--- src/mpcw_pkg.sv ---
// Purpose: constants for the mode and pin configuration register with watchdog control
// Assumes: one device clock at 250 MHz; register word at the configuration offset
// Notes:   counts are in milliseconds unless the name says edges
//
// Summary of operation
// - the watchdog period field picks 60 ms, 600 ms, 3 s or 6 s for codes 00 to 11 and resets to 00.
// - the reference select bit says the external clock runs at 20 MHz for 0 or 40 MHz for 1 and resets to 1.
// - the second output pin shows nothing, controller interrupt 0 low, the watchdog output or the interrupt pin.
// - the test enable bit puts the device in test mode while 1 and resets to 0.
// - the wake pin rail bit powers the pin buffer from the internal rail for 0 or the I/O rail for 1.
// - the host writes 1 to the restart bit to restart the watchdog, and the bit clears itself.
// - on watchdog expiry the restart bit is set and the selected timeout action is carried out.
// - the timeout action sets the flag and pulls watchdog pins low, pulses the inhibit pin, or pulses the output.
// - every watchdog timeout sets the watchdog interrupt flag whatever the action.
// - the first I/O pin is a general output for 00 and the watchdog trigger input for 10.
// - the fail-safe bit enables fail-safe mode while 1, leaving power-up behaviour alone, and resets to 0.
// - as an output the first I/O pin drives the serial fault, controller interrupt 1 or supply event, active low.
// - the inhibit disable bit leaves the inhibit pin working for 0 and disables it for 1.
// - the wake pin mirrors the inhibit function for 0 and is a wake request interrupt for 1.
// - the watchdog enable bit stops the watchdog for 0, runs it for 1, and resets to 1.
// - the mode field encodes sleep 00, standby 01, normal 10 and reads back the mode actually in force.
`default_nettype none
package mpcw_pkg;
    // ****************************************************************
    // register placement and fields
    // ****************************************************************
    localparam logic [15:0] MPCW_CFG_OFFSET = 16'h0800;
    localparam int          POS_PERIOD      = 28;
    localparam int          POS_REF         = 27;
    localparam int          POS_OUT2        = 22;
    localparam int          POS_TEST        = 21;
    localparam int          POS_RAIL        = 19;
    localparam int          POS_RESTART     = 18;
    localparam int          POS_ACTION      = 16;
    localparam int          POS_IO1_FN      = 14;
    localparam int          POS_FAILSAFE    = 13;
    localparam int          POS_IO1_SRC     = 10;
    localparam int          POS_SUPPLY_CTL_PIN_DISABLE     = 9;
    localparam int          POS_WAKE_FN     = 8;
    localparam int          POS_MODE        = 6;
    localparam int          POS_ONE_BIT     = 5;
    localparam int          POS_WATCHDOG_ENABLE       = 3;
    // ****************************************************************
    // reset values
    // ****************************************************************
    localparam logic [1:0]  RST_PERIOD      = 2'h0;
    localparam logic        RST_REF         = 1'h1;
    localparam logic [1:0]  RST_OUT2        = 2'h0;
    localparam logic        RST_TEST        = 1'h0;
    localparam logic        RST_RAIL        = 1'h0;
    localparam logic [1:0]  RST_ACTION      = 2'h0;
    localparam logic [1:0]  RST_IO1_FN      = 2'h0;
    localparam logic        RST_FAILSAFE    = 1'h0;
    localparam logic [1:0]  RST_IO1_SRC     = 2'h1;
    localparam logic        RST_SUPPLY_CTL_PIN_DISABLE     = 1'h0;
    localparam logic        RST_WAKE_FN     = 1'h0;
    localparam logic        RST_WATCHDOG_ENABLE       = 1'h1;
    // ****************************************************************
    // encodings
    // ****************************************************************
    localparam logic [1:0]  MODE_SLEEP      = 2'h0;
    localparam logic [1:0]  MODE_STANDBY    = 2'h1;
    localparam logic [1:0]  MODE_NORMAL     = 2'h2;
    localparam logic [1:0]  MODE_RSVD       = 2'h3;
    localparam logic [1:0]  RST_MODE        = MODE_STANDBY;
    localparam logic [1:0]  ACT_FLAG        = 2'h0;
    localparam logic [1:0]  ACT_INH_PULSE   = 2'h1;
    localparam logic [1:0]  ACT_WDO_PULSE   = 2'h2;
    localparam logic [1:0]  OUT2_NONE       = 2'h0;
    localparam logic [1:0]  OUT2_CTRL_IRQ0  = 2'h1;
    localparam logic [1:0]  OUT2_WDO        = 2'h2;
    localparam logic [1:0]  OUT2_IRQ_PIN    = 2'h3;
    localparam logic [1:0]  IO1_OUTPUT      = 2'h0;
    localparam logic [1:0]  IO1_WD_INPUT    = 2'h2;
    localparam logic [1:0]  SRC_SPI_FAULT   = 2'h0;
    localparam logic [1:0]  SRC_CTRL_IRQ1   = 2'h1;
    localparam logic [1:0]  SRC_SUPPLY_EVT  = 2'h2;
    // ****************************************************************
    // timing
    // ****************************************************************
    localparam int          CLK_MHZ         = 250;
    localparam int          REF_LO_MHZ      = 20;
    localparam int          REF_HI_MHZ      = 40;
    localparam int          REF_LO_EDGES_MS = REF_LO_MHZ * 1000;
    localparam int          REF_HI_EDGES_MS = REF_HI_MHZ * 1000;
    localparam logic [12:0] WD_P0_MS        = 13'd60;
    localparam logic [12:0] WD_P1_MS        = 13'd600;
    localparam logic [12:0] WD_P2_MS        = 13'd3000;
    localparam logic [12:0] WD_P3_MS        = 13'd6000;
    localparam logic [12:0] PULSE_MS        = 13'd300;
endpackage
`default_nettype wire

--- src/mpcw_ms_tick.sv ---
// Purpose: millisecond enable pulse counted from the external reference clock pin
// Assumes: reference pin toggles well below half the device clock rate
// Notes:   edge counts are parameters so a simulation can shorten them
`default_nettype none
module mpcw_ms_tick
    import mpcw_pkg::*;
#(
    parameter int EDGES_LO = REF_LO_EDGES_MS,
    parameter int EDGES_HI = REF_HI_EDGES_MS
) (
    input  wire logic sys_clk_i,   // device clock
    input  wire logic sys_rst_i,   // synchronous reset, high
    input  wire logic ref_pin_i,   // external reference clock pin
    input  wire logic ref_sel_i,   // 1: fast reference
    output logic      ms_tick_o    // one cycle per millisecond
);
    typedef struct packed {
        logic        s1;
        logic        s2;
        logic        s3;
        logic [15:0] cnt;
        logic        tick;
    } mpcw_tick_t;

    mpcw_tick_t st_ff;
    mpcw_tick_t nxt_st;
    logic [15:0] last;

    always_comb begin
        nxt_st      = st_ff;
        last        = ref_sel_i ? 16'(EDGES_HI - 1) : 16'(EDGES_LO - 1);
        nxt_st.s1   = ref_pin_i;
        nxt_st.s2   = st_ff.s1;
        nxt_st.s3   = st_ff.s2;
        nxt_st.tick = 1'b0;
        if (st_ff.s2 && !st_ff.s3) begin
            if (st_ff.cnt >= last) begin
                nxt_st.cnt  = 16'h0000;
                nxt_st.tick = 1'b1;
            end else begin
                nxt_st.cnt = st_ff.cnt + 16'h0001;
            end
        end
    end

    always_ff @(posedge sys_clk_i) begin
        if (sys_rst_i) begin
            st_ff <= '0;
        end else begin
            st_ff <= nxt_st;
        end
    end

    assign ms_tick_o = st_ff.tick;
endmodule
`default_nettype wire

--- src/mpcw_cfg.sv ---
// Purpose: mode and pin configuration register with watchdog and pin function logic
// Assumes: register strobes come from the serial front end on the same clock
// Notes:   bits 31:30 and other fields outside this block read as zero
`default_nettype none
module mpcw_cfg
    import mpcw_pkg::*;
#(
    parameter int EDGES_LO = REF_LO_EDGES_MS,
    parameter int EDGES_HI = REF_HI_EDGES_MS
) (
    input  wire logic        sys_clk_i,        // device clock
    input  wire logic        sys_rst_i,        // synchronous reset, high
    input  wire logic        cfg_wr_i,         // write strobe for the register word
    input  wire logic [31:0] cfg_wdata_i,      // write data
    output logic      [31:0] cfg_rdata_o,      // read data
    input  wire logic        ext_clock_in_i,   // reference clock pin
    input  wire logic [1:0]  ctrl_irq_line_i,  // controller interrupt lines, high active
    input  wire logic        irq_out_low_i,    // level of the low active interrupt pin
    input  wire logic        spi_fault_irq_i,  // unmasked serial fault, high active
    input  wire logic        supply_evt_irq_i, // undervoltage or thermal event, high active
    input  wire logic        wake_irq_i,       // wake request event, high active
    input  wire logic        wd_irq_clr_i,     // clears the watchdog interrupt flag
    input  wire logic        io1_pin_i,        // first I/O pin input
    output logic             io1_pin_o,        // first I/O pin output
    output logic             io1_pin_oe_n_o,   // first I/O pin enable, low drives
    output logic             out2_pin_o,       // second output pin
    output logic             supply_ctl_pin_o, // inhibit pin, high keeps supply on
    output logic             wake_req_pin_o,   // wake request pin output
    output logic             wake_req_oe_n_o,  // wake request pin enable, low drives
    output logic             wake_req_rail_o,  // 1: buffer on I/O supply rail
    output logic             wd_irq_flag_o,    // watchdog interrupt flag
    output logic             test_mode_o,      // device in test mode
    output logic             fail_safe_en_o,   // fail-safe mode enabled
    output logic             ref_sel_o,        // 1: 40 MHz reference
    output logic [1:0]       mode_o            // operating mode in force
);
    typedef struct packed {
        logic [1:0]  period;
        logic        ref_sel;
        logic [1:0]  out2_fn;
        logic        test_en;
        logic        rail;
        logic        restart;
        logic [1:0]  action;
        logic [1:0]  io1_fn;
        logic        fail_safe;
        logic [1:0]  io1_src;
        logic        supply_ctl_pin_disable;
        logic        wake_fn;
        logic [1:0]  mode;
        logic        watchdog_enable;
        logic [12:0] wd_cnt;
        logic [12:0] pulse_cnt;
        logic        pulse_inh;
        logic        pulse_wdo;
        logic        wdo_hold;
        logic        irq_flag;
        logic        io1_s1;
        logic        io1_s2;
        logic        io1_s3;
        logic        io1_out;
        logic        out2_out;
        logic        inh_out;
        logic        wake_out;
    } mpcw_state_t;

    mpcw_state_t st_ff;
    mpcw_state_t nxt_st;
    logic        ms_tick;
    logic        expire;
    logic        restart_req;
    logic        wdo_level;

    // ****************************************************************
    // reference tick
    // ****************************************************************
    mpcw_ms_tick #(
        .EDGES_LO (EDGES_LO),
        .EDGES_HI (EDGES_HI)
    ) u_tick (
        .sys_clk_i (sys_clk_i),
        .sys_rst_i (sys_rst_i),
        .ref_pin_i (ext_clock_in_i),
        .ref_sel_i (st_ff.ref_sel),
        .ms_tick_o (ms_tick)
    );

    function automatic logic [12:0] period_ms(input logic [1:0] sel);
        logic [12:0] r;
        unique case (sel)
            2'h0: r = WD_P0_MS;
            2'h1: r = WD_P1_MS;
            2'h2: r = WD_P2_MS;
            2'h3: r = WD_P3_MS;
        endcase
        return r;
    endfunction

    // ****************************************************************
    // next state
    // ****************************************************************
    always_comb begin
        nxt_st      = st_ff;
        expire      = st_ff.watchdog_enable && ms_tick && (st_ff.wd_cnt >= period_ms(st_ff.period) - 13'd1);
        restart_req = (cfg_wr_i && cfg_wdata_i[POS_RESTART])
                    || (st_ff.io1_fn == IO1_WD_INPUT && st_ff.io1_s2 && !st_ff.io1_s3);
        wdo_level   = !(st_ff.wdo_hold || st_ff.pulse_wdo);
        nxt_st.io1_s1 = io1_pin_i;
        nxt_st.io1_s2 = st_ff.io1_s1;
        nxt_st.io1_s3 = st_ff.io1_s2;
        if (cfg_wr_i) begin
            nxt_st.period    = cfg_wdata_i[POS_PERIOD +: 2];
            nxt_st.ref_sel   = cfg_wdata_i[POS_REF];
            nxt_st.out2_fn   = cfg_wdata_i[POS_OUT2 +: 2];
            nxt_st.test_en   = cfg_wdata_i[POS_TEST];
            nxt_st.rail      = cfg_wdata_i[POS_RAIL];
            nxt_st.action    = cfg_wdata_i[POS_ACTION +: 2];
            nxt_st.io1_fn    = cfg_wdata_i[POS_IO1_FN +: 2];
            nxt_st.fail_safe = cfg_wdata_i[POS_FAILSAFE];
            nxt_st.io1_src   = cfg_wdata_i[POS_IO1_SRC +: 2];
            nxt_st.supply_ctl_pin_disable   = cfg_wdata_i[POS_SUPPLY_CTL_PIN_DISABLE];
            nxt_st.wake_fn   = cfg_wdata_i[POS_WAKE_FN];
            nxt_st.watchdog_enable     = cfg_wdata_i[POS_WATCHDOG_ENABLE];
            if (cfg_wdata_i[POS_MODE +: 2] != MODE_RSVD) begin
                nxt_st.mode = cfg_wdata_i[POS_MODE +: 2];
            end
        end
        // watchdog count, restart and expiry
        if (!st_ff.watchdog_enable || restart_req || expire) begin
            nxt_st.wd_cnt = 13'h0000;
        end else if (ms_tick) begin
            nxt_st.wd_cnt = st_ff.wd_cnt + 13'd1;
        end
        if (restart_req) begin
            nxt_st.restart  = 1'b0;
            nxt_st.wdo_hold = 1'b0;
        end
        if (wd_irq_clr_i) begin
            nxt_st.irq_flag = 1'b0;
        end
        if (expire) begin
            nxt_st.restart  = 1'b1;
            nxt_st.irq_flag = 1'b1;
            unique case (st_ff.action)
                ACT_FLAG:      nxt_st.wdo_hold = 1'b1;
                ACT_INH_PULSE: begin
                    nxt_st.pulse_inh = 1'b1;
                    nxt_st.pulse_cnt = 13'h0000;
                    nxt_st.mode      = MODE_STANDBY;
                end
                ACT_WDO_PULSE: begin
                    nxt_st.pulse_wdo = 1'b1;
                    nxt_st.pulse_cnt = 13'h0000;
                end
                default:       nxt_st.wdo_hold = st_ff.wdo_hold;
            endcase
        end else if ((st_ff.pulse_inh || st_ff.pulse_wdo) && ms_tick) begin
            if (st_ff.pulse_cnt >= PULSE_MS - 13'd1) begin
                nxt_st.pulse_inh = 1'b0;
                nxt_st.pulse_wdo = 1'b0;
            end else begin
                nxt_st.pulse_cnt = st_ff.pulse_cnt + 13'd1;
            end
        end
        // pin drivers, all registered
        unique case (st_ff.io1_src)
            SRC_SPI_FAULT:  nxt_st.io1_out = !spi_fault_irq_i;
            SRC_CTRL_IRQ1:  nxt_st.io1_out = !ctrl_irq_line_i[1];
            SRC_SUPPLY_EVT: nxt_st.io1_out = !supply_evt_irq_i;
            default:        nxt_st.io1_out = 1'b1;
        endcase
        unique case (st_ff.out2_fn)
            OUT2_NONE:      nxt_st.out2_out = 1'b1;
            OUT2_CTRL_IRQ0: nxt_st.out2_out = !ctrl_irq_line_i[0];
            OUT2_WDO:       nxt_st.out2_out = wdo_level;
            OUT2_IRQ_PIN:   nxt_st.out2_out = irq_out_low_i;
        endcase
        nxt_st.inh_out  = !st_ff.supply_ctl_pin_disable && !st_ff.pulse_inh && st_ff.mode != MODE_SLEEP;
        nxt_st.wake_out = st_ff.wake_fn ? !wake_irq_i : !st_ff.inh_out;
    end

    always_ff @(posedge sys_clk_i) begin
        if (sys_rst_i) begin
            st_ff           <= '0;
            st_ff.period    <= RST_PERIOD;
            st_ff.ref_sel   <= RST_REF;
            st_ff.out2_fn   <= RST_OUT2;
            st_ff.test_en   <= RST_TEST;
            st_ff.rail      <= RST_RAIL;
            st_ff.action    <= RST_ACTION;
            st_ff.io1_fn    <= RST_IO1_FN;
            st_ff.fail_safe <= RST_FAILSAFE;
            st_ff.io1_src   <= RST_IO1_SRC;
            st_ff.supply_ctl_pin_disable   <= RST_SUPPLY_CTL_PIN_DISABLE;
            st_ff.wake_fn   <= RST_WAKE_FN;
            st_ff.mode      <= RST_MODE;
            st_ff.watchdog_enable     <= RST_WATCHDOG_ENABLE;
            st_ff.io1_out   <= 1'b1;
            st_ff.out2_out  <= 1'b1;
            st_ff.inh_out   <= 1'b1;
            st_ff.wake_out  <= 1'b1;
        end else begin
            st_ff <= nxt_st;
        end
    end

    // ****************************************************************
    // outputs
    // ****************************************************************
    always_comb begin
        cfg_rdata_o                       = 32'h0000_0000;
        cfg_rdata_o[POS_PERIOD +: 2]      = st_ff.period;
        cfg_rdata_o[POS_REF]              = st_ff.ref_sel;
        cfg_rdata_o[POS_OUT2 +: 2]        = st_ff.out2_fn;
        cfg_rdata_o[POS_TEST]             = st_ff.test_en;
        cfg_rdata_o[POS_RAIL]             = st_ff.rail;
        cfg_rdata_o[POS_RESTART]          = st_ff.restart;
        cfg_rdata_o[POS_ACTION +: 2]      = st_ff.action;
        cfg_rdata_o[POS_IO1_FN +: 2]      = st_ff.io1_fn;
        cfg_rdata_o[POS_FAILSAFE]         = st_ff.fail_safe;
        cfg_rdata_o[POS_IO1_SRC +: 2]     = st_ff.io1_src;
        cfg_rdata_o[POS_SUPPLY_CTL_PIN_DISABLE]          = st_ff.supply_ctl_pin_disable;
        cfg_rdata_o[POS_WAKE_FN]          = st_ff.wake_fn;
        cfg_rdata_o[POS_MODE +: 2]        = st_ff.mode;
        cfg_rdata_o[POS_ONE_BIT]          = 1'b1;
        cfg_rdata_o[POS_WATCHDOG_ENABLE]            = st_ff.watchdog_enable;
    end

    assign io1_pin_o        = st_ff.io1_out;
    assign io1_pin_oe_n_o   = st_ff.io1_fn != IO1_OUTPUT;
    assign out2_pin_o       = st_ff.out2_out;
    assign supply_ctl_pin_o = st_ff.inh_out;
    assign wake_req_pin_o   = st_ff.wake_out;
    assign wake_req_oe_n_o  = st_ff.rail && st_ff.wake_out;
    assign wake_req_rail_o  = st_ff.rail;
    assign wd_irq_flag_o    = st_ff.irq_flag;
    assign test_mode_o      = st_ff.test_en;
    assign fail_safe_en_o   = st_ff.fail_safe;
    assign ref_sel_o        = st_ff.ref_sel;
    assign mode_o           = st_ff.mode;
endmodule
`default_nettype wire

--- config.mk ---
export PLATFORM = sky130hd
export DESIGN_NAME = mpcw_cfg
export DESIGN_NICKNAME = d
export VERILOG_FILES = /design/src/mpcw_pkg.sv /design/src/mpcw_ms_tick.sv /design/src/mpcw_cfg.sv
export SDC_FILE = /design/constraint.sdc
export NUM_CORES = 1
export LEC_CHECK = 0
export ABC_AREA = 1
export BUFFER_PORTS_ARGS = -buffer_cell sky130_fd_sc_hd__buf_2
export CAP_MARGIN = 20
export CELL_PAD_IN_SITES_DETAIL_PLACEMENT = 1
export CELL_PAD_IN_SITES_GLOBAL_PLACEMENT = 1
export CORE_ASPECT_RATIO = 1.4
export CORE_MARGIN = 2
export CORE_UTILIZATION = 43
export CTS_CLUSTER_SIZE = 28
export DETAILED_ROUTE_END_ITERATION = 6
export PLACE_DENSITY_LB_ADDON = 0.25
export SYNTH_ARGS = -nofsm -noshare
export SYNTH_HDL_FRONTEND = slang
export SYNTH_SLANG_ARGS = --single-unit
--- constraint.sdc ---
create_clock -name sys_clk_i -period 4.3 [get_ports sys_clk_i]
set_clock_uncertainty 0.2 [all_clocks]
set_input_delay 0.215 -clock sys_clk_i [delete_from_list [all_inputs] [get_ports sys_clk_i]]
set_output_delay 0.215 -clock sys_clk_i [all_outputs]
set_load 0.01 [all_outputs]
==> results list, run 1 <==
* Outcome: complete, no violations
- For the pin with the worst max-slew slack, the measured transition is 0.675 ns.
- Pin placement for this block handled 89 I/O pins.
* Clock slew at the register clock pins of the worst setup and hold paths: 0.06 ns
- In this run the tool buffered the top-level ports with 64 buffer cells.
- Cells after Synth: 561
- Sequential elements use 36.7% of the synthesized area.
* Die W: 87.5 um
- The congestion estimate from routability-driven global placement came to 0.802.
- Wire length of the first global-routing pass: 18,700 um
- Summed over all instances, the cell type with the most area after synthesis is sky130_fd_sc_hd__dfxtp_1.
* Slowest cell delay on critical path: 0.40 ns
- In the layout the commonest cells are sky130_fd_sc_hd__nand2_1, sky130_fd_sc_hd__nor2_1, sky130_fd_sc_hd__dfxtp_1.
* CP max-delay cell: sky130_fd_sc_hd__dfxtp_1
* Row count: 42
* Flip-flop cell with the highest count after synthesis: sky130_fd_sc_hd__dfxtp_1
* Global-route met1 utilization: 22.6%
* Proportion of synthesized flip-flops having asynchronous set or reset: 0%
- Post-cts sizing count: 0
- Wires add up to 11,300 um.
- Period minus WS final: 2.88 ns
- Number of failing hold endpoints at the final stage: 0
- Global routing consumed, over all layers together, 22.8% of the routing resources.
- Once layout is complete, the utilization of the core stands at 52.1%.
- The pre-antenna-repair detailed-routing pass consisted of 4 iterations.
* Most utilized layer in the global route result: met2
* Setup TNS: 0 ns
- After floorplanning, the core was sized to cover 9460 sq um.
- Counting the buffers created by CTS gives 9.
* CTS H-tree lvls: 3
- For this run the aggregate overflow at the end of global routing stands at 0.
- Setup repair after global routing left no endpoint under its margin.
- Compared with the post-synthesis result, the final layout area differs by 17.3%.
- The number of pins with negative max-slew slack in the final report was 0.
- Worst EP required: 4.36 ns
- Arrival time worst endpoint: 2.94 ns
- Measured against its own limit, the worst slew margin works out to 54.8%.
- Library cells used by synthesis: 43
- Ratio of total power to cell area: 338 nW/um^2
- The HPWL after detailed placement is 8120 um.
- Vias per inst: 5.07
- Clock latency on the worst-skew pair: 0.34 ns
- In this run, synthesis inferred 0 flip-flops with an integrated enable.
* Via count of the first global-routing pass: 4,076
- Leading cell types by total area after synthesis: sky130_fd_sc_hd__dfxtp_1, sky130_fd_sc_hd__nand2_1, sky130_fd_sc_hd__ha_1
* CP Capture Type: flip-flop
* Count of synthesis-stage warnings from yosys: 0
* Count of antenna-violating nets left after detailed routing: 0
- The die covers 10,600 sq um.
- Initial core utilization: 44.4%
- Dividing the detail-routed wire length by the instance count gives 15.3 um.
- The clock passes through at most 2 buffers.
- Hold repair after CTS inserted 23 buffers.
- Post-CTS setup-driven buffer insertion count: 0
- Setup violations remaining at the end of the flow were counted as 0.
- In the final layout, the share of cells above drive strength 1 is 18.8%.
- Startpoint types: flip-flop
- Leaving out fill and tap cells, the most frequent cell in the layout is sky130_fd_sc_hd__nand2_1.
- The final critical path takes up 67.0% of the cycle.
- The final layout contains 697 nets.
- Max VDD drop: 0.222 mV
- Critical path type: reg -> reg
- Clock tree from TritonCTS: built
- Area fraction of the dominant cell type after synthesis: 36.7%
- For this run, design rule violations remaining after detail routing come to 0.
* Number of max-cap violations: 0
* Maximum fanout along the worst path: 13
* Initial antenna violation count: 1
- Global routing consumed, on the met3 layer, 4.29% of the routing resources.
- Hold Worst Slack: 0.0157 ns
* Post-synthesis instance area: 4200 sq um
* Worst hold path type: in -> reg
- The critical path goes through inv_1, ha_1, o21bai_1, ha_1, nand2_1, nor2_1, and2_1, nand2_1, nand4_2, nand2_4, nand4_2, a21oi_1.
- Overall power consumption after layout is estimated at 1.66 mW.
- Avg Cell Area, Syn: 7.49 sq um
- Met2 Track Usage GR: 43.8%
- The die is 121 um tall.
- The first routing iteration left 144 violations.
- In this run the static leakage power is 2.27 nW.
* #FFs+latches synth: 77
* Root buf cell: sky130_fd_sc_hd__clkbuf_16
- For this block, the via count after detailed routing is 3,755.
- The clock net in this run drives a total of 77 sinks.
* Largest net degree at the start of global routing: 27
* Max Clock Freq: 347 MHz
## path summary, 6_finish.rpt
kind                      from                end  slack (ns)  cells after the start
max            cfg_rdata_o[29]          st_ff[24]        1.42                     12
min            spi_fault_irq_i          io1_pin_o        0.02                      4
max reg2reg    cfg_rdata_o[29]          st_ff[24]        1.42                     12
min reg2reg  u_tick.nxt_st[18]  u_tick.nxt_st[17]        0.21                      2
## metal layers
metal | vias to the layer above | wire [um]
li1 | 1862 | -
met1 | 1800 | 4170
met2 | 61 | 6450
met3 | 32 | 295
met4 | 0 | 387
met5 | - | 0
## logic make-up after synthesis
family | Yosys count | share of synthesized area [%]
AOI/OAI and AO/OA | 62 | 8.25
xor gates and xnor gates | 25 | 5.21
adders and majority gates | 28 | 8.34
buffers and inverters | 114 | 13.6
DFF | 77 | 36.7
other | 2 | 0.179
and+or+nand+nor | 253 | 27.8
## state kept, by name, indices dropped and copies added (netlist names)
name              flops
test_mode_o           1
fail_safe_en_o        1
cfg_rdata_o          14
supply_ctl_pin_o      1
wd_irq_flag_o         1
wake_req_pin_o        1
ref_sel_o             1
wake_req_rail_o       1
u_tick.ms_tick_o      1
u_tick.nxt_st         2
out2_pin_o            1
mode_o                2
u_tick.st_ff         17
st_ff                30
nxt_st                2
io1_pin_o             1
## Yosys cell counts, types with 8 or more instances
cell                       n
sky130_fd_sc_hd__nand2_1  95
sky130_fd_sc_hd__nor2_1   83
sky130_fd_sc_hd__dfxtp_1  77
sky130_fd_sc_hd__inv_1    58
sky130_fd_sc_hd__buf_4    34
sky130_fd_sc_hd__ha_1     28
sky130_fd_sc_hd__a21oi_1  26
sky130_fd_sc_hd__nand3_1  23
sky130_fd_sc_hd__o21ai_0  22
sky130_fd_sc_hd__xor2_1   17
sky130_fd_sc_hd__nor3_1   13
sky130_fd_sc_hd__nand4_1   9
sky130_fd_sc_hd__xnor2_1   8
## critical path, delay by kind of cell (launching register included)
family,cells,cell delay (ns)
buf+inv,1,0.14
fa+ha+maj,2,0.58
simple gates,7,1.05
compound gates,2,0.42
flops,1,0.40
## through the flow
stage | instances | setup WS [ns] | instance area [sq um]
6_report | 740 | 1.42 | 4930
2_1_floorplan | 571 | 1.96 | 4240
4_1_cts | 739 | 1.36 | 4930
3_5_place_dp | 701 | 1.39 | 4400
5_1_grt | 740 | 1.14 | 4930
3_3_place_gp | 701 | 1.47 | 4400
## report_power, final
group	switching, mW	total, mW	internal [mW]	leakage, nW
Combinational	0.0891	0.152	0.0625	1.50
Sequential	0.0159	0.747	0.731	0.627
Clock	0.302	0.765	0.463	0.141
## final cells by class
type	instances	area, sq um
fillers	1231	4530
multi-input cells	380	2130
flip-flops and latches	77	1540
repair buffers	88	558
inverters	69	264
clock buffers	10	239
well taps	110	138
clock inverters	5	58.8
diodes	1	2.50
Note: power is estimated with default switching activity, not from simulation.
==> run 2: changes to the inputs <==
CORE_UTILIZATION = 39   (was 43)
clock period = 2.84 ns   (was 4.3 ns; I/O delays follow)
==> results list, run 2 (synthesized netlist as in run 1, its figures left out) <==
- The flow ran to the end, and the final reports show no timing, DRC or antenna violations.
* Number of I/O pins: 89 (unchanged)
- The slew at the pin with the worst max-slew slack was 0.647 ns (-0.0271 ns).
- Number of buffers added by the clock tree synthesis step: 9 (unchanged)
* Portion of total power attributed to the clock network: 45.5% (-0.5 points)
- Power spent charging and discharging nets: 603 uW (+48%)
- The tightest min-delay check is of the in -> reg type.
* Wire length of the first global-routing pass: 18,400 um (-1.3%)
- Area of the multi-input gates: 2140 sq um (+0.76%)
- The total vias in the final route is 3,746 (-0.24%).
* Number of failing hold endpoints at the final stage: 0 (unchanged)
- Initial core utilization: 40.2% (-4.3 points)
- The endpoint required time on the critical path was 2.88 ns (-1.48 ns).
- Buffers added on ports: 64 (unchanged)
* Total detailed-routing wirelength: 11,000 um (-2.5%)
* Number of max-slew violations in the final report: 0 (unchanged)
- Ratio of total power to cell area: 498 nW/um^2 (+48%)
- The peak supply drop was 0.302 mV (+36%).
* Num Clock Sinks: 77 (unchanged)
- Layout cell share with drive strength beyond 1: 19.8% (+1.1 points)
- Worst slack after detailed placement: 0.126 ns (-1.27 ns)
- Area of the die: 11,600 sq um (+9.8%)
- The diode insertion count for antenna repair is 0 (-1).
- Headroom to the max-slew limit: 56.8% (+2.1 points)
- The worst setup path is launched from a flip-flop.
* Final number of setup-violating endpoints: 0 (unchanged)
* Final period utilization: 90.1% (+23 points)
- Setup repair after global routing missed its margin: no
- The initial DRC count was 88 (-39%).
- Arrival time worst endpoint: 2.60 ns (-0.34 ns)
- The combinational share of power is 9.5% (+0.4 points).
* Global-route congestion overflow total: 0 (unchanged)
- The max-capacitance violation count was 0 (unchanged).
- The count of fill cells added during filler insertion came to 1,349 (+9.6%).
* Int Power: 1.91 mW (+52%)
- Maximum fanout along the worst path: 7 (-6)
* Count of antenna-violating nets left after detailed routing: 0 (unchanged)
- The via density per instance was 4.81 (-5.1%).
* Largest register FFs: 30 (unchanged)
- Average wire per standard cell: 14.2 um (-7.3%)
- Sum of internal, switching and leakage power: 2.52 mW (+51%)
- Largest net degree at the start of global routing: 27 (unchanged)
- Row count: 44 (+4.8%)
- The number of global-route vias before repair came to 4,028 (-1.2%).
* Leading cell type in the layout, fill and taps excluded: sky130_fd_sc_hd__nand2_1
* Highest-count cells in the layout ignoring fill and taps: sky130_fd_sc_hd__nand2_1, sky130_fd_sc_hd__nor2_1, sky130_fd_sc_hd__dfxtp_1
* Clock latency on the worst-skew pair: 0.33 ns (about the same)
- Sequential cell fraction of total power: 44.9% (about the same)
- The setup TNS came to 0 ns (unchanged).
- Critical path type: reg -> reg
* DP Wirelength: 7860 um (-3.3%)
- The initial antenna violation count came to 0 (-1).
- DRC viols: 0 (unchanged)
- The minimum setup slack in the final design is 0.280 ns (-1.14 ns).
- Area of all sequential standard cells: 1540 sq um (+0.16%)
- The number of search-and-repair iterations in the first detailed-routing pass came to 4 (unchanged).
- The die boundary height came to 127 um (+4.8%).
* Max Clock Freq: 391 MHz (+13%)
- The leakage power figure is 2.32 nW (+2.0%).
- Compared with the post-synthesis result, the final layout area differs by 20.3%.
- CTS H-tree lvls: 3 (unchanged)
- TritonCTS built the clock tree.
* CP Capture Type: flip-flop
- The die extent in x came to 91.7 um (+4.8%).
- Ranked by flip-flop count, first place goes to st_ff.
* Period minus WS final: 2.56 ns (-0.320 ns)
- The net count of the finished layout came to 707 (+1.4%).
* Switching portion of total power: 24.0% (-0.50 points)
* Hold Worst Slack: 0.0156 ns (-0.0000567 ns)
- Placer's final routability congestion estimate: 0.839 (+4.7%)
- Buffer depth of the longest clock path: 2 (unchanged)
* Clock slew at the register clock pins of the worst setup and hold paths: 0.06 ns (about the same)
- The tree is rooted in a sky130_fd_sc_hd__clkbuf_16.
- Placeable core area: 10,500 sq um (+11%)
- The global-route total usage across every layer is 19.7% (-3.1 points).
-- run 2: cell count changes in the layout (fill, tap and decap cells not counted), moves of 2 or more --
| cell | delta |
|---|---|
| sky130_fd_sc_hd__nand2_2 | +2 |
| sky130_fd_sc_hd__dfxtp_1 | -2 |
| sky130_fd_sc_hd__dlygate4sd3_1 | +4 |
| sky130_fd_sc_hd__dfxtp_2 | +2 |
| sky130_fd_sc_hd__clkbuf_1 | +2 |
| sky130_fd_sc_hd__buf_4 | +5 |
-- run 2: power groups by stage --
| stage | registers [mW] | clock network (mW) | logic, mW |
|---|---|---|---|
| CTS | 1.13 | 1.18 | 0.238 |
| floorplan | 1.15 | 0 | 0.153 |
| detailed placement | 1.15 | 0 | 0.206 |
| finish | 1.13 | 1.15 | 0.239 |
| global route | 1.14 | 1.23 | 0.268 |
| global placement | 1.15 | 0 | 0.200 |
-- run 2: worst max-delay path: stages, from the launching register on --
cell and delay [ns]:
sky130_fd_sc_hd__dfxtp_2 0.38, sky130_fd_sc_hd__inv_1 0.09, sky130_fd_sc_hd__ha_1 0.21, sky130_fd_sc_hd__o21bai_1 0.17
sky130_fd_sc_hd__ha_1 0.31, sky130_fd_sc_hd__nand2_1 0.08, sky130_fd_sc_hd__nor2_1 0.04, sky130_fd_sc_hd__and2_1 0.14
sky130_fd_sc_hd__nand2_1 0.07, sky130_fd_sc_hd__nand4_2 0.17, sky130_fd_sc_hd__nand2_4 0.17, sky130_fd_sc_hd__nand2_4 0.10
sky130_fd_sc_hd__nand2_4 0.13, sky130_fd_sc_hd__inv_4 0.07, sky130_fd_sc_hd__nor2_4 0.08, sky130_fd_sc_hd__nor2_2 0.04
-- run 2: what timing repair did --
item	in CTS	in global routing
endpoints found under the setup margin	0	14
hold buffers	27	0
buffers inserted	0	1
endpoints found under the hold margin	24	0
resized for setup	0	5
-- run 2: cell type report --
type / count / share of cell area (%)
Timing Repair Buffer: 97 / 12.6
Clock inverter: 4 / 0.941
Sequential cell: 77 / 30.6
Inverter: 69 / 5.22
Tap cell: 138 / 3.42
Multi-Input combinational cell: 381 / 42.4
Clock buffer: 12 / 4.88
-- run 2: path summary, 6_finish.rpt --
kind                    from   endpoint  depth (start not counted)  slack, ns
max          cfg_rdata_o[28]  st_ff[14]                         15       0.28
min                 cfg_wr_i  ref_sel_o                          2       0.02
max reg2reg  cfg_rdata_o[28]  st_ff[14]                         15       0.28
min reg2reg        nxt_st[5]  nxt_st[4]                          2       0.21
-- run 2: per-stage QoR --
step / util [%] / std cells / instance area [sq um]
finish: 48.3 / 778 / 5050
global route: 48.3 / 778 / 5050
CTS: 48.1 / 776 / 5030
detailed placement: 42.7 / 733 / 4460
global placement: 42.7 / 733 / 4460
floorplan: - / 571 / 4240
-- run 2: layer usage --
metal | track usage, % | part of all wire [%] | up-vias
li1 | - | - | 1887
met1 | 21.6 | 41 | 1778
met2 | 37.0 | 53 | 61
met3 | 3.09 | 2.7 | 20
met4 | 8.69 | 2.5 | 0
met5 | 0 | 0 | -
==> run 3: changes to the inputs <==
ABC_AREA = default   (was 1)
ABC_CLOCK_PERIOD_IN_PS = 2840   (was default)
CORE_ASPECT_RATIO = default   (was 1.4)
CORE_UTILIZATION = 40   (was 39)
==> results list, run 3 <==
* Proportion of synthesized flip-flops having asynchronous set or reset: 0% (unchanged)
- The antenna violation net count after detailed routing is 0 (unchanged).
- The count of distinct cell types in the synthesized netlist was 55 (+28%).
- Area of the die: 10,600 sq um (-9.1%)
* Startpoint types: flip-flop
- The power per cell area is 466 nW/um^2 (-6.4%).
* Largest net degree at the start of global routing: 35 (+30%)
- Clock tree from TritonCTS: built
- Switching portion of total power: 28.4% (+4.4 points)
* Largest register FFs: 30 (unchanged)
* Clock latency on the worst-skew pair: 0.36 ns (+0.03 ns)
* Layout Nets: 586 (-17%)
- Register area share after synthesis: 39.5% (+2.8 points)
- The share of the synthesized area in the top cell type is 39.5% (+2.8 points).
* Actual slew at the worst max-slew pin: 0.687 ns (+0.0393 ns)
* Initial antenna violation count: 0 (unchanged)
- The signal on the critical path passes through inv_1, ha_1, o21bai_1, ha_1, a21oi_1, o21ai_1, a211oi_2, nor2_1, buf_4, o211ai_1, o211ai_2.
- Die W: 103 um (+12%)
- The post-route cell area was 4620 sq um (-8.7%).
- The number of CTS-inserted buffers was 9 (unchanged).
- The number of search-and-repair iterations in the first detailed-routing pass is 4 (unchanged).
* Outcome: complete, no violations
- Leak pwr: 1.99 nW (-14%)
* Combinational share of power: 10.1% (+0.6 points)
- Placeable core area: 9640 sq um (-7.8%)
- Setup repair after global routing could not meet its margin everywhere.
- Period minus WS final: 2.70 ns (+0.136 ns)
* Top cells by count, synth: sky130_fd_sc_hd__dfxtp_1, sky130_fd_sc_hd__nor2_1, sky130_fd_sc_hd__buf_4
- Vias per inst: 4.92 (+2.2%)
- The starting utilization of the core area is 40.5% (+0.34 points).
* Highest-count cells in the layout ignoring fill and taps: sky130_fd_sc_hd__dfxtp_1, sky130_fd_sc_hd__buf_2, sky130_fd_sc_hd__nor2_1
* Layout cell share with drive strength beyond 1: 18.5% (-1.3 points)
* Y dimension of the die: 103 um (-19%)
- The relative contribution of the clock network to total power was 37.7% (-7.8 points).
* Leading cell types by total area after synthesis: sky130_fd_sc_hd__dfxtp_1, sky130_fd_sc_hd__ha_1, sky130_fd_sc_hd__buf_4
* Row count: 36 (-18%)
- DP Wirelength: 6550 um (-17%)
- Buffer depth of the longest clock path: 2 (unchanged)
* Cells after Synth: 445 (-21%)
- Hold Worst Slack: 0.0738 ns (+0.0581 ns)
* Number of I/O pins: 89 (unchanged)
- Biggest area consumer among synthesized cells: sky130_fd_sc_hd__dfxtp_1
* Arrival time worst endpoint: 2.74 ns (+0.14 ns)
- The part of the cycle the worst path needs came to 94.9% (+4.8 points).
- Num Clock Sinks: 77 (unchanged)
- The largest stage delay on the critical path is 0.35 ns (-0.03 ns).
* Worst EP required: 2.88 ns (about the same)
- The diode insertion count for antenna repair is 0 (unchanged).
- The max-slew headroom at the worst pin came to 54.2% (-2.6 points).
- The clock transition at the register clock pins on the worst setup and hold paths after CTS was 0.09 ns (+0.03 ns).
- The number of flops mapped to enable cells by yosys was 0 (unchanged).
- The sequential fraction of design power was 52.3% (+7.4 points).
* Root buf cell: sky130_fd_sc_hd__clkbuf_8
- Leaving out fill and tap cells, the most frequent cell in the layout is sky130_fd_sc_hd__dfxtp_1.
- The number of pins with negative max-slew slack in the final report came to 0 (unchanged).
* Critical path type: reg -> reg
- Initial DRC Count: 96 (+9.1%)
* Final number of setup-violating endpoints: 0 (unchanged)
- The maximum achievable frequency came to 371 MHz (-5.0%).
- The total of buffers placed on input and output ports came to 64 (unchanged).
* Power spent charging and discharging nets: 611 uW (+1.3%)
- The worst slack at placement came to -0.0404 ns (-0.166 ns).
- Maximum fanout along the worst path: 10 (+3)
- Register with the highest flop count: st_ff
- The internal power contribution is 1.54 mW (-20%).
* Gr usage total: 19.1% (-0.64 points)
- The total vias in the final route came to 3,207 (-14%).
- The final hold violation count is 0 (unchanged).
- Worst hold path type: in -> reg
* Wire length of the first global-routing pass: 15,700 um (-15%)
- The total detailed-routing wirelength came to 9590 um (-13%).
- The detailed-route DRC error count is 0 (unchanged).
* Average wire per standard cell: 14.7 um (+3.8%)
- The area of the mapped netlist was 3900 sq um (-7.1%).
* Global-route congestion overflow total: 0 (unchanged)
- The number of synthesis warnings is 0 (unchanged).
- The most used flip-flop cell after synthesis is sky130_fd_sc_hd__dfxtp_1.
- Via count of the first global-routing pass: 3,318 (-18%)
* CP Capture Type: flip-flop
- The post-synthesis register bit count was 77 (unchanged).
- Avg Cell Area, Syn: 8.78 sq um (+17%)
- The number of levels the H-tree was split into is 3 (unchanged).
* Number of max-cap violations: 0 (unchanged)
- The most numerous cell type found on the critical path is sky130_fd_sc_hd__ha_1.
* Area added between synthesis and finish: 18.2%
- The slowest stage of the critical path is the sky130_fd_sc_hd__dfxtp_1 cell.
- Placer's final routability congestion estimate: 0.785 (-6.5%)
* Max VDD drop: 0.232 mV (-23%)
- The minimum setup slack in the final design came to 0.144 ns (-0.136 ns).
- Among all cell types in the netlist, the one instantiated most often is sky130_fd_sc_hd__dfxtp_1.
* Cell Area, Placed: 4140 sq um (-7.2%)
## run 3: metal layers
metal / share of wire, % / vias up / GRT usage (%)
met5: 0 / - / 0
met4: 0.95 / 0 / 5.26
met3: 3.0 / 7 / 3.86
met2: 50 / 54 / 33.8
met1: 46 / 1538 / 23.6
li1: - / 1608 / -
## run 3: logic make-up (layout without fill, tap and decap cells)
group / count (synthesis) / in the layout / synth area share [%]
fa+ha+maj: 28 / 28 / 8.97
mux: 19 / 19 / 4.90
xor+xnor: 26 / 26 / 5.83
other cells: 2 / 12 / 0.192
simple gates: 163 / 163 / 20.0
buf+inv: 69 / 133 / 10.3
flops: 77 / 77 / 39.5
compound gates: 61 / 61 / 10.3
## run 3: final cells by class
| cell class | instances | area (sq um) |
|---|---|---|
| clock buffer | 9 | 124 |
| fill | 1196 | 5020 |
| inverter | 21 | 78.8 |
| multi-input combinational | 309 | 2010 |
| clock inverter | 7 | 63.8 |
| tap | 133 | 166 |
| timing repair buffer | 96 | 628 |
| sequential | 77 | 1540 |
## run 3: final timing paths
| path | cells after the start | slack [ns] | to | from |
|---|---|---|---|---|
| hold reg to reg | 2 | 0.24 | st_ff[21] | st_ff[21] |
| hold / removal | 4 | 0.07 | st_ff[8] | cfg_wdata_i[18] |
| setup reg to reg | 11 | 0.14 | st_ff[18] | cfg_rdata_o[29] |
| setup / recovery | 11 | 0.14 | st_ff[18] | cfg_rdata_o[29] |
## run 3: worst max-delay path: cells and delay by family, from the launching register on
kind	cells	cell delay (ns)
AND/OR/NAND/NOR	1	0.13
flip-flops	1	0.35
buffers and inverters	2	0.29
AO/OA/AOI/OAI	6	1.08
adder cells (fa/ha/maj)	2	0.54
## run 3: power by group through the flow
stage	sequential, mW	combinational, mW	clock, mW
after global placement	1.15	0.179	0
after CTS	1.12	0.216	0.837
after floorplan	1.15	0.141	0
final	1.12	0.216	0.811
after detailed placement	1.15	0.184	0
after global routing	1.13	0.241	0.878
## run 3: per-stage QoR
step                      util, %  std cells  setup TNS, ns  power, mW
after floorplan                 -        455              0       1.29
after global placement       43.0        609              0       1.33
after detailed placement     43.0        609         -0.197       1.33
after CTS                    47.9        652              0       2.18
after global routing         47.9        652        -0.0431       2.25
final                        47.9        652              0       2.15
## run 3: timing repair
| item | 4_1_cts | 5_1_grt |
|---|---|---|
| hold buffers | 27 | 0 |
| buffers inserted | 0 | 0 |
| endpoints found under the hold margin | 25 | 0 |
| pin swaps | 0 | 2 |
| gates resized for setup | 3 | 1 |
| setup endpoints to repair | 19 | 12 |
